File: src/design/smc_params.svh
/*
 * Offsets, field positions, reset values and timing counts of the
 * standby mode control block. Assumes byte addressing, one word each.
 */
`ifndef SMC_PARAMS_SVH
`define SMC_PARAMS_SVH

`define SMC_ADDR_W 8
`define SMC_OFF_PWC 8'h00
`define SMC_OFF_SVS 8'h04
`define SMC_OFF_OSS 8'h08
`define SMC_OFF_PROT 8'h0c
`define SMC_OFF_BITOP 8'h10
`define SMC_OFF_STATUS 8'h14

`define SMC_PWC_RST 8'h00
`define SMC_SVS_RST 8'h00
`define SMC_OSS_RST 8'h06
`define SMC_PWC_MASK 8'h12
`define SMC_SVS_MASK 8'h01

`define SMC_PWC_REQ_BIT 1
`define SMC_PWC_WBLK_BIT 4
`define SMC_SVS_DEPTH_BIT 0

`define SMC_PROT_KEY 8'ha5

`define SMC_BITOP_IDX_LSB 0
`define SMC_BITOP_VAL_BIT 3
`define SMC_BITOP_TGT_LSB 4

`define SMC_ST_ARMED_BIT 0
`define SMC_ST_ERR_BIT 1
`define SMC_ST_STANDBY_BIT 2
`define SMC_ST_SETTLE_BIT 3

`define SMC_SETTLE_BASE 16

`endif

File: src/design/smc_pkg.sv
/*
 * Types of the standby mode control block.
 * Assumes smc_params.svh sits beside it for the numeric constants.
 */
package smc_pkg;
  typedef enum logic [1:0] {
    SMC_RUN,
    SMC_IDLE,
    SMC_STOP,
    SMC_SETTLE
  } smc_state_t;

  typedef enum logic [1:0] {
    SMC_TGT_PWC,
    SMC_TGT_SVS,
    SMC_TGT_OSS,
    SMC_TGT_NONE
  } smc_tgt_t;
endpackage

File: src/design/smc_top.sv
/*
 * Standby mode control: control, variant and settle-select registers
 * behind an Avalon-MM slave, plus the standby state machine.
 * Assumes a single 100 MHz clock, synchronous wake inputs and a
 * clock generator that obeys the stop and settle outputs.
 */
// The implementer's own choices: the register addresses and the Avalon-MM register port.
`timescale 1ns/1ps
`default_nettype none
`include "smc_params.svh"

// Functional notes
// - Control register changes only when a write follows the protect key; hardware also clears the request bit on release from standby.
// - Control register accessible as whole byte or single bit.
// - Control register resets to zero: normal mode, interrupt wake on.
// - Eight-bit standby variant register governs behaviour in standby.
// - Variant register byte or bit access, resets to zero (idle).
// - Stop exit by interrupt waits the selected settle interval.
// - Settle select register byte access only; bit operations refused.
// - Settle select register resets to six.
module smc_top
  import smc_pkg::*;
#(
  parameter int SETTLE_BASE = `SMC_SETTLE_BASE
) (
  // Clock and reset
  input wire logic clk_i,
  input wire logic rst_i,
  // Avalon-MM slave
  input wire logic [`SMC_ADDR_W-1:0] avs_address_i,
  input wire logic avs_read_i,
  input wire logic avs_write_i,
  input wire logic [31:0] avs_writedata_i,
  input wire logic [3:0] avs_byteenable_i,
  output logic [31:0] avs_readdata_o,
  output logic avs_waitrequest_o,
  // Wake sources
  input wire logic maskable_interrupt_request_i,
  input wire logic nonmaskable_wake_i,
  // Clock generator control
  output logic cpu_clock_stop_o,
  output logic osc_stop_o,
  output logic settle_busy_o
);

  logic [7:0] pwc_q, pwc_d;
  logic [7:0] svs_q, svs_d;
  logic [7:0] oss_q, oss_d;
  logic armed_q, armed_d;
  logic err_q, err_d;
  logic wait_q;
  logic [31:0] rdata_q;
  smc_state_t st_q, st_d;
  // Wide enough for any shift of the base
  logic [31:0] cnt_q, cnt_d;
  logic cpu_stop_q, osc_stop_q, settle_q;

  function automatic logic [7:0] bit_apply(input logic [7:0] v,
      input logic [2:0] idx, input logic val);
    logic [7:0] r;
    r = v;
    r[idx] = val;
    return r;
  endfunction

  // Bus decode
  wire logic req = avs_read_i | avs_write_i;
  wire logic acc = req & ~wait_q;
  wire logic wr = acc & avs_write_i & avs_byteenable_i[0];
  // Only the low byte lane carries register data
  wire logic [7:0] wb = avs_writedata_i[7:0];
  wire logic hit_pwc = avs_address_i == `SMC_OFF_PWC;
  wire logic hit_svs = avs_address_i == `SMC_OFF_SVS;
  wire logic hit_oss = avs_address_i == `SMC_OFF_OSS;
  wire logic hit_prot = avs_address_i == `SMC_OFF_PROT;
  wire logic hit_bit = avs_address_i == `SMC_OFF_BITOP;
  wire logic hit_st = avs_address_i == `SMC_OFF_STATUS;
  wire logic [2:0] b_idx = wb[`SMC_BITOP_IDX_LSB +: 3];
  wire logic b_val = wb[`SMC_BITOP_VAL_BIT];
  wire smc_tgt_t b_tgt = smc_tgt_t'(wb[`SMC_BITOP_TGT_LSB +: 2]);
  wire logic bit_op = wr & hit_bit;
  wire logic pwc_try = (wr & hit_pwc) | (bit_op & b_tgt == SMC_TGT_PWC);
  wire logic pwc_ok = pwc_try & armed_q;
  wire logic [7:0] pwc_new = hit_pwc ? wb
      : bit_apply(pwc_q, b_idx, b_val);

  // Wake qualification
  wire logic wake_mask = maskable_interrupt_request_i
      & ~pwc_q[`SMC_PWC_WBLK_BIT];
  wire logic wake = wake_mask | nonmaskable_wake_i;
  // Settle select encoding is open: the base doubles per step
  wire logic [31:0] settle_len =
      32'(SETTLE_BASE) << oss_q[2:0];

  // Status is read-only apart from the sticky error
  wire logic [7:0] status = {4'h0, st_q == SMC_SETTLE,
      st_q != SMC_RUN, err_q, armed_q};
  wire logic [7:0] rsel = hit_pwc ? pwc_q : hit_svs ? svs_q
      : hit_oss ? oss_q : hit_st ? status : 8'h00;

  // Register next values
  always_comb begin
    pwc_d = pwc_q;
    svs_d = svs_q;
    oss_d = oss_q;
    armed_d = armed_q;
    err_d = err_q;
    if (pwc_ok) begin
      pwc_d = pwc_new & `SMC_PWC_MASK;
    end
    if (wr & hit_svs) begin
      svs_d = wb & `SMC_SVS_MASK;
    end else if (bit_op & b_tgt == SMC_TGT_SVS) begin
      svs_d = bit_apply(svs_q, b_idx, b_val) & `SMC_SVS_MASK;
    end
    if (wr & hit_oss) begin
      oss_d = wb;
    end
    if (wr & hit_st & wb[`SMC_ST_ERR_BIT]) begin
      err_d = 1'b0;
    end
    // A new error beats a clear in the same cycle
    if (pwc_try & ~armed_q) begin
      err_d = 1'b1;
    end
    if (bit_op & b_tgt == SMC_TGT_OSS) begin
      err_d = 1'b1;
    end
    // Any other write disarms, so a stray store cannot land later
    if (acc & avs_write_i) begin
      armed_d = hit_prot & avs_byteenable_i[0] & wb == `SMC_PROT_KEY;
    end
    // Release by hardware clears the request
    if (st_q != SMC_RUN && st_d == SMC_RUN ||
        st_q == SMC_STOP && st_d == SMC_SETTLE) begin
      pwc_d[`SMC_PWC_REQ_BIT] = 1'b0;
    end
  end

  // Standby sequencing
  always_comb begin
    st_d = st_q;
    cnt_d = cnt_q;
    unique case (st_q)
      SMC_RUN: begin
        if (pwc_q[`SMC_PWC_REQ_BIT]) begin
          st_d = svs_q[`SMC_SVS_DEPTH_BIT] ? SMC_STOP : SMC_IDLE;
        end
      end
      SMC_IDLE: begin
        if (wake) begin
          st_d = SMC_RUN;
        end
      end
      SMC_STOP: begin
        if (wake) begin
          st_d = SMC_SETTLE;
          cnt_d = settle_len;
        end
      end
      SMC_SETTLE: begin
        if (cnt_q <= 32'd1) begin
          st_d = SMC_RUN;
          cnt_d = 32'd0;
        end else begin
          cnt_d = cnt_q - 32'd1;
        end
      end
    endcase
  end

  always_ff @(posedge clk_i) begin
    if (rst_i) begin
      pwc_q <= `SMC_PWC_RST;
      svs_q <= `SMC_SVS_RST;
      oss_q <= `SMC_OSS_RST;
      armed_q <= 1'b0;
      err_q <= 1'b0;
      st_q <= SMC_RUN;
      cnt_q <= 32'd0;
    end else begin
      pwc_q <= pwc_d;
      svs_q <= svs_d;
      oss_q <= oss_d;
      armed_q <= armed_d;
      err_q <= err_d;
      st_q <= st_d;
      cnt_q <= cnt_d;
    end
  end

  // One idle cycle, then the answer; read data taken with it
  always_ff @(posedge clk_i) begin
    if (rst_i) begin
      wait_q <= 1'b1;
      rdata_q <= 32'h0000_0000;
    end else begin
      wait_q <= ~(req & wait_q);
      rdata_q <= {24'h00_0000, rsel};
    end
  end

  always_ff @(posedge clk_i) begin
    if (rst_i) begin
      cpu_stop_q <= 1'b0;
      osc_stop_q <= 1'b0;
      settle_q <= 1'b0;
    end else begin
      cpu_stop_q <= st_d != SMC_RUN;
      osc_stop_q <= st_d == SMC_STOP;
      settle_q <= st_d == SMC_SETTLE;
    end
  end

  assign avs_readdata_o = rdata_q;
  assign avs_waitrequest_o = wait_q;
  assign cpu_clock_stop_o = cpu_stop_q;
  assign osc_stop_o = osc_stop_q;
  assign settle_busy_o = settle_q;

endmodule
`default_nettype wire

File: config.mk
export PLATFORM = sky130hd
export DESIGN_NAME = smc_top
export DESIGN_NICKNAME = d
export VERILOG_FILES = /design/src/design/smc_pkg.sv /design/src/design/smc_top.sv
export VERILOG_INCLUDE_DIRS = /design/src /design/src/design
export SDC_FILE = /design/constraint.sdc
export NUM_CORES = 1
export LEC_CHECK = 0
export BUFFER_PORTS_ARGS = -buffer_cell sky130_fd_sc_hd__buf_4
export CORE_MARGIN = 3
export CORE_UTILIZATION = 44
export CTS_CLUSTER_DIAMETER = 120
export DETAILED_ROUTE_END_ITERATION = 8
export GPL_ROUTABILITY_DRIVEN = 0
export PLACE_DENSITY_LB_ADDON = 0.3
export SYNTH_ARGS = -nofsm -noshare
export SYNTH_HDL_FRONTEND = slang
export SYNTH_SLANG_ARGS = --single-unit
File: constraint.sdc
create_clock -name clk_i -period 4.6 [get_ports clk_i]
set_input_delay 0 -clock clk_i [delete_from_list [all_inputs] [get_ports clk_i]]
set_output_delay 0 -clock clk_i [all_outputs]
set_load 0.02 [all_outputs]
==> impl_metrics.env, run 1 <==
export IMPL_ys_seq_elements=59
export IMPL_drc=0
export IMPL_cts_buffers_inserted=9
export IMPL_leakage_nw=1.53
export IMPL_netlist_area_leader_share_pct=34.2
export IMPL_fmax_mhz=317
export IMPL_dp_cells=539
export IMPL_die_h_um=94.6
export IMPL_ys_seq_area_share_pct=34.2
export IMPL_synthDistinctLibCells=63
export IMPL_die_area_um2=8940
export IMPL_async_flop_share_pct=0
export IMPL_syn_cell_area_um2=3450
export IMPL_overflow=0
export IMPL_synthFlopType="dfxtp_1"
export IMPL_fp_row_count=31
export IMPL_grt_pass1_wl_um=14500
export IMPL_chipWidth_um=94.6
export IMPL_setup_violations=0
export IMPL_critPathSlowestCell="nand4_1"
export IMPL_via_per_inst=5.93
export IMPL_cts_max_level=3
export IMPL_cts_resized=0
export IMPL_cp_required_ps=4820
export IMPL_ys_warn_count=0
export IMPL_worstMarginPinSlew_ps=938
export IMPL_synth_edf_count=0
export IMPL_clock_sinks=59
export IMPL_hold_viol=0
export IMPL_worstPathCellList="or4_1 -> nor2_2 -> nand4_1 -> buf_4 -> nand2_1 -> o21ai_0"
export IMPL_cp_max_fo=27
export IMPL_root_buffer="clkbuf_8"
export IMPL_top_level_ports=86
export IMPL_drv_cap=0
export IMPL_wirelength_um=8590
export IMPL_fin_skew_ps=13.5
export IMPL_clock_path_buffers=2
export IMPL_postRouteAntennaNets=0
export IMPL_crit_type="flop to flop"
export IMPL_first_global_vias=3061
export IMPL_pre_cts_ws_ps=1510
export IMPL_drt_iter0_drc=279
export IMPL_clock_latency_ps=340
export IMPL_peakVddDrop_mv=0.190
export IMPL_post_route_min_period_ps=3150
export IMPL_final_nets=514
export IMPL_arrival_ps=3370
export IMPL_setup_ws_ps=1450
export IMPL_fin_tns_setup_ps=0
export IMPL_avgRoutedWirePerCell_um=15.2
export IMPL_fin_cells=566
export IMPL_cp_top_family="simple AND/OR/NAND/NOR gates"
export IMPL_max_slew_margin_pct=37.3
export IMPL_status="finished, final reports clean"
export IMPL_synth_area_leaders="dfxtp_1 34%, buf_4 5.2%, a21oi_1 4.2%"
export IMPL_rsz0062_at_grt="false"
export IMPL_synthCells=434
export IMPL_nFillCells=725
export IMPL_grt_use_total_pct=20.4
export IMPL_avgSynthCellArea_um2=7.95
export IMPL_antenna_found_initial=0
export IMPL_critPathLaunchType="flop"
export IMPL_initial_core_util_pct=46.4
export IMPL_cp_slowest_stage_delay_ps=760
export IMPL_place_detailed_hpwl_um=5830
export IMPL_drt_first_pass_iters=7
export IMPL_drive_gt1_share_pct=15.4
export IMPL_slew_violations=0
export IMPL_numPortBuffers=34
export IMPL_path_buf_inv=1
export IMPL_clk_pin_slew_ps=70
export IMPL_antenna_cells=0
export IMPL_hp_class="input pin to flop"
export IMPL_cts_tree="done"
export IMPL_core_um2=7450
export IMPL_syn2layout_area_growth_pct=14.4
export IMPL_p_per_area_nw_per_um2=278
export IMPL_grt_max_degree=36
export IMPL_synth_top_area_cell="dfxtp_1"
export IMPL_period_share_pct=68.6
export IMPL_endpoint_kind="flop"
export IMPL_vias=3356
==> flip-flops by register name (all words and copies together) (netlist names) <==
| signal | cells |
|---|---|
| avs_readdata_o | 8 |
| osc_stop_o | 1 |
| oss_q | 8 |
| cnt_q | 32 |
| settle_busy_o | 1 |
| cpu_clock_stop_o | 1 |
| st_q | 2 |
| svs_q | 1 |
| err_q | 1 |
| pwc_q | 2 |
| avs_waitrequest_o | 1 |
| armed_q | 1 |
==> per-stage QoR <==
step	hold slack [ps]	utilization (%)	power [W]	cell area (um2)
floorplan	116	-	0.000602	3540
global placement	209	48.8	0.000616	3640
detailed placement	205	48.8	0.000617	3640
CTS	16.3	53.0	0.00111	3950
global route	62.1	53.0	0.00114	3950
finish	27.7	53.0	0.00110	3950
==> power by group <==
part	switching (W)	leakage (nW)	total, W	internal, W
sequential	0.00000136	0.475	0.000513	0.000512
clock	0.000220	0.0987	0.000485	0.000265
combinational	0.0000658	0.958	0.000101	0.0000354
==> kinds of logic after synthesis <==
kind of cell	share of synthesized area, %
simple gates	30.9
other cells	0.109
xor+xnor	0.761
buf+inv	10.6
flops	34.2
mux	1.74
compound gates	21.0
fa+ha+maj	0.725
==> layout make-up <==
class | instances | area [um2] | area share [%]
multi-input combinational | 330 | 2000 | 50.6
clock buffer | 10 | 138 | 3.49
timing repair buffer | 49 | 395 | 10.0
clock inverter | 6 | 63.8 | 1.62
sequential | 59 | 1180 | 29.9
tap | 99 | 124 | 3.14
inverter | 13 | 48.8 | 1.24
==> timing repair <==
action                    in CTS  in global routing
setup buffers                  0                  0
hold endpoints to repair      11                  0
hold buffers                  11                  0
==> synthesized netlist by cell type, drive strengths merged, types with 10 or more instances <==
library cell   n
nand2         26
clkbuf        21
a21oi         29
nor4          10
nor2          39
nor3          23
nand4         13
nand3         22
buf           34
inv           13
o21ai         16
a31oi         23
dfxtp         59
==> cells in the final DEF (no fill, tap or decap), types with 14 or more instances in the layout <==
master,instances
a21oi_1,29
a31oi_1,23
conb_1,24
nand2_1,26
nor3_1,23
nand3_1,22
buf_4,38
dfxtp_1,59
o21ai_0,14
nor2_1,38
==> per-layer routing <==
layer / vias up / track usage, % / share of wire [%] / wire length (um)
li1: 1631 / - / - / -
met1: 1594 / 26.0 / 46 / 3920
met2: 119 / 33.1 / 47 / 4050
met3: 12 / 5.18 / 5.7 / 489
met4: 0 / 7.69 / 1.5 / 131
met5: - / 0 / 0 / 0
==> tightest hold or removal path, delay by kind of cell <==
kind / cells / cell delay [ps]
compound gates: 2 / 200
buf+inv: 2 / 120
==> path summary, 6_finish.rpt <==
path         depth (start not counted)         to  slack, ps         from
max                                  6  cnt_q[22]       1450    cnt_q[12]
min                                  4    armed_q         30  avs_write_i
max reg2reg                          6  cnt_q[22]       1450    cnt_q[12]
min reg2reg                          1  cnt_q[15]        460    cnt_q[15]
No activity file was read; power rests on OpenSTA's default activity.
==> run 2, diff against run 1 <==
Clock period 4.6 ns to 2.9 ns, I/O delays scaled along.
==> run 2 against run 1 <==
Against the previous run:
- fmax is 24% higher
- critical endpoint is now cnt_q[9]
- total power is 65% higher
- first-iteration DRC count is 38% lower
- non-clock buffer count is 5 higher
- clock power is 73% higher
- highest routed layer unchanged
==> impl_metrics.env, run 2 (synthesized netlist as in run 1, its figures left out) <==
export IMPL_drv_cap=0
export IMPL_path_buf_inv=1
export IMPL_fmax_mhz=392
export IMPL_cts_buffers_inserted=9
export IMPL_r2r_slack_ps=350
export IMPL_leakage_nw=1.56
export IMPL_first_global_vias=3125
export IMPL_critPathSlowestCell="nand4_1"
export IMPL_clock_sinks=59
export IMPL_grt_max_degree=36
export IMPL_cp_depth=6
export IMPL_drt_first_pass_iters=4
export IMPL_final_common_cell="dfxtp_1"
export IMPL_postRouteAntennaNets=0
export IMPL_avgRoutedWirePerCell_um=15.5
export IMPL_final_nets=519
export IMPL_cp_required_ps=3110
export IMPL_regMostFlops="cnt_q"
export IMPL_setup_violations=0
export IMPL_period_share_pct=88.0
export IMPL_rsz0062_at_grt="false"
export IMPL_grt_use_total_pct=20.8
export IMPL_drt_iter0_drc=172
export IMPL_hp_class="input pin to flop"
export IMPL_largest_reg_flops=32
export IMPL_clock_latency_ps=340
export IMPL_mostFrequentLayoutCells="59 x dfxtp_1, 43 x buf_4, 38 x nor2_1"
export IMPL_wirelength_um=8820
export IMPL_vias=3334
export IMPL_worstRegToRegCells=6
export IMPL_die_area_um2=8940
export IMPL_cts_tree="done"
export IMPL_hold_worst_slack_ps=39.9
export IMPL_cts_resized=0
export IMPL_chipWidth_um=94.6
export IMPL_clk_pin_slew_ps=70
export IMPL_via_per_inst=5.85
export IMPL_core_um2=7450
export IMPL_reg2reg_from="cnt_q[28]"
export IMPL_cp_slowest_stage_delay_ps=540
export IMPL_hold_viol=0
export IMPL_antenna_cells=0
export IMPL_min_from="avs_write_i"
export IMPL_cts_max_level=3
export IMPL_worstMarginPinSlew_ps=818
export IMPL_crit_type="flop to flop"
export IMPL_drive_gt1_share_pct=15.9
export IMPL_antenna_found_initial=0
export IMPL_status="finished, final reports clean"
export IMPL_fp_row_count=31
export IMPL_overflow=0
export IMPL_rr_endpoint="cnt_q[9]"
export IMPL_place_detailed_hpwl_um=5970
export IMPL_max_slew_margin_pct=45.3
export IMPL_drc=0
export IMPL_min_path_cells=4
export IMPL_post_route_min_period_ps=2550
export IMPL_syn2layout_area_growth_pct=15.9
export IMPL_worst_hold_path_endpoint="armed_q"
export IMPL_numPortBuffers=34
export IMPL_peakVddDrop_mv=0.218
export IMPL_cp_top_family="simple AND/OR/NAND/NOR gates"
export IMPL_cp_max_fo=12
export IMPL_root_buffer="clkbuf_8"
export IMPL_grt_pass1_wl_um=14900
export IMPL_endpoint_kind="flop"
export IMPL_slew_violations=0
export IMPL_worstPathCellList="or3_1 -> nor4_1 -> nand4_1 -> buf_4 -> a41oi_1 -> o32ai_1"
export IMPL_die_h_um=94.6
export IMPL_clock_path_buffers=2
export IMPL_critPathLaunchType="flop"
export IMPL_fin_skew_ps=13.3
export IMPL_p_per_area_nw_per_um2=455
export IMPL_startpoint="cnt_q[28]"
export IMPL_top_level_ports=86
export IMPL_initial_core_util_pct=46.4
export IMPL_arrival_ps=2760
export IMPL_fin_tns_setup_ps=0
## run 2: power breakdown
part / internal (W) / switching (W) / total [W]
Sequential: 0.000812 / 0.00000243 / 0.000815
Combinational: 0.0000592 / 0.000105 / 0.000165
Clock: 0.000503 / 0.000336 / 0.000839
Total: 0.00137 / 0.000444 / 0.00182
## run 2: stage by stage
step | area [um2] | power [W] | util, % | cells | setup slack [ps]
after floorplan | 3540 | 0.000955 | - | 457 | 762
after global placement | 3670 | 0.000980 | 49.3 | 544 | 443
after detailed placement | 3670 | 0.000982 | 49.3 | 544 | 397
after CTS | 4000 | 0.00183 | 53.7 | 570 | 360
after global routing | 4000 | 0.00188 | 53.7 | 570 | 108
final | 4000 | 0.00182 | 53.7 | 570 | 349
## run 2: how the worst max path moves through the flow
| stage | slack (ps) | to |
|---|---|---|
| after floorplan | 760 | cnt_q[25] |
| after global placement | 440 | cnt_q[9] |
| after detailed placement | 400 | cnt_q[9] |
| after CTS | 360 | cnt_q[9] |
| after global routing | 110 | cnt_q[9] |
| final | 350 | cnt_q[9] |
## run 2: area by class of cell
type                       instances  area (um2)
tap                               99         124
multi-input combinational        330        2000
clock buffer                      11         141
sequential                        59        1180
timing repair buffer              54         433
fill                             724        3450
inverter                          13        48.8
clock inverter                     4        75.1
## run 2: tightest hold or removal path, delay by kind of cell
kind | cells | cell delay (ps)
compound gates | 2 | 220
buf+inv | 2 | 120
## run 2: timing repair
action	CTS	global route
setup endpoints to repair	0	0
buffers inserted	0	0
hold buffers	11	0
hold endpoints to repair	11	0
## run 2: metal layers
metal | vias up | part of all wire [%] | track usage, % | wire [um]
li1 | 1638 | - | - | -
met1 | 1574 | 44 | 26.5 | 3900
met2 | 102 | 48 | 35.4 | 4280
met3 | 20 | 5.2 | 3.90 | 461
met4 | 0 | 2.1 | 6.97 | 185
met5 | - | 0 | 0 | 0
==> run 3, diff against run 2 <==
Clock period 2.9 ns to 2.3 ns, I/O delays scaled along.
==> run 3 against run 2 <==
Against the previous run:
- setup slack worse by 240 ps
- global-route usage increased by 0.45 points
- register-to-register slack got worse by 240 ps
- fmax is 16% higher
- clock skew rose by 4.2 ps
- count of clock-buffer cells in the layout unchanged
- via count is 3.8% higher
==> impl_metrics.env, run 3 (synthesized netlist as in run 1, its figures left out) <==
export IMPL_syn2layout_area_growth_pct=18.1
export IMPL_rsz0062_at_grt="false"
export IMPL_cp_max_fo=6
export IMPL_fin_skew_ps=17.5
export IMPL_die_h_um=94.6
export IMPL_final_nets=532
export IMPL_first_global_vias=3198
export IMPL_drv_cap=0
export IMPL_clock_path_buffers=2
export IMPL_largest_reg_flops=32
export IMPL_hold_viol=0
export IMPL_drt_first_pass_iters=5
export IMPL_endpoint_kind="flop"
export IMPL_numPortBuffers=34
export IMPL_postRouteAntennaNets=0
export IMPL_drc=0
export IMPL_grt_use_total_pct=21.3
export IMPL_hp_class="input pin to flop"
export IMPL_cp_slowest_stage_delay_ps=630
export IMPL_status="finished, final reports clean"
export IMPL_grt_max_degree=36
export IMPL_wirelength_um=9150
export IMPL_m1WireLength_um=3940
export IMPL_p_per_area_nw_per_um2=506
export IMPL_chipWidth_um=94.6
export IMPL_cp_top_family="simple AND/OR/NAND/NOR gates"
export IMPL_antenna_found_initial=0
export IMPL_die_area_um2=8940
export IMPL_setup_ws_ps=107
export IMPL_core_um2=7450
export IMPL_antenna_cells=0
export IMPL_crit_type="flop to flop"
export IMPL_critPathLaunchType="flop"
export IMPL_regMostFlops="cnt_q"
export IMPL_combPwrFrac_pct=10.6
export IMPL_worstPathCellList="or4_4 -> or4_4 -> nor4_4 -> or4b_1 -> a31oi_1"
export IMPL_pre_cts_ws_ps=98.0
export IMPL_cp_required_ps=2520
export IMPL_worstMarginPinSlew_ps=781
export IMPL_wl_met3_um=586
export IMPL_pwr_share_seq_pct=49.8
export IMPL_place_detailed_hpwl_um=6240
export IMPL_avgRoutedWirePerCell_um=15.7
export IMPL_drive_gt1_share_pct=18.8
export IMPL_slew_violations=0
export IMPL_critPathSlowestCell="or4_4"
export IMPL_period_share_pct=95.4
export IMPL_fmax_mhz=456
export IMPL_initial_core_util_pct=46.4
export IMPL_cts_max_level=3
export IMPL_swShare_pct=27.7
export IMPL_clk_pin_slew_ps=80
export IMPL_post_route_min_period_ps=2190
export IMPL_cts_tree="done"
export IMPL_clock_latency_ps=360
export IMPL_peakVddDrop_mv=0.376
export IMPL_path_buf_inv=0
export IMPL_overflow=0
export IMPL_power_switching_w=0.000572
export IMPL_cts_buffers_inserted=9
export IMPL_setup_violations=0
export IMPL_fin_tns_setup_ps=0
export IMPL_arrival_ps=2410
export IMPL_final_common_cell="dfxtp_1"
export IMPL_vias=3460
export IMPL_mostFrequentLayoutCells="59 x dfxtp_1, 52 x buf_4, 37 x nor2_1"
export IMPL_via_per_inst=5.92
export IMPL_root_buffer="clkbuf_8"
export IMPL_top_level_ports=86
export IMPL_drt_iter0_drc=178
export IMPL_clock_sinks=59
export IMPL_leakage_nw=1.60
export IMPL_fp_row_count=31
export IMPL_p_int_w=0.00149
export IMPL_dr_wl_met2_um=4450
export IMPL_routed_top_layer="met4"
export IMPL_clock_power_share_pct=39.6
export IMPL_max_slew_margin_pct=47.5
export IMPL_crit_top_cell="or4_4"
export IMPL_grt_pass1_wl_um=15100
-- run 3: what timing repair did --
action / in CTS / in global routing
hold buffers: 12 / 0
resized for setup: 0 / 5
endpoints found under the hold margin: 11 / 0
setup endpoints to repair: 0 / 7
buffers inserted: 0 / 0
-- run 3: area by class of cell --
type,count,area (um2)
sequential,59,1180
clock buffer,11,131
timing repair buffer,67,553
multi-input combinational,330,2010
inverter,13,48.8
clock inverter,5,30.0
tap,99,124
fill,710,3370
-- run 3: final timing paths --
| path | slack (ps) | depth (start not counted) | endpoint | from |
|---|---|---|---|---|
| min | 50 | 2 | oss_q[6] | rst_i |
| max reg2reg | 110 | 5 | cnt_q[25] | cnt_q[7] |
| min reg2reg | 460 | 1 | cnt_q[15] | cnt_q[15] |
| max | 110 | 5 | cnt_q[25] | cnt_q[7] |
-- run 3: power by group through the flow --
stage / combinational [W] / sequential [W] / clock [W]
4_1_cts: 0.000211 / 0.00103 / 0.000841
6_report: 0.000218 / 0.00103 / 0.000817
2_1_floorplan: 0.000153 / 0.00105 / 0
3_3_place_gp: 0.000192 / 0.00105 / 0
5_1_grt: 0.000237 / 0.00103 / 0.000886
3_5_place_dp: 0.000194 / 0.00105 / 0
-- run 3: stage by stage --
stage,std cells,area (um2),util [%],hold slack [ps],power [W]
2_1_floorplan,457,3540,-,116,0.00120
3_3_place_gp,555,3770,50.6,207,0.00124
3_5_place_dp,555,3770,50.6,206,0.00124
4_1_cts,583,4050,54.4,40.6,0.00208
5_1_grt,584,4080,54.8,56.2,0.00215
6_report,584,4080,54.8,47.7,0.00206
-- run 3: layer usage --
metal,vias to the layer above,GRT usage (%)
met2,135,35.3
met4,0,8.65
li1,1667,-
met3,17,5.90
met5,-,0
met1,1641,26.0
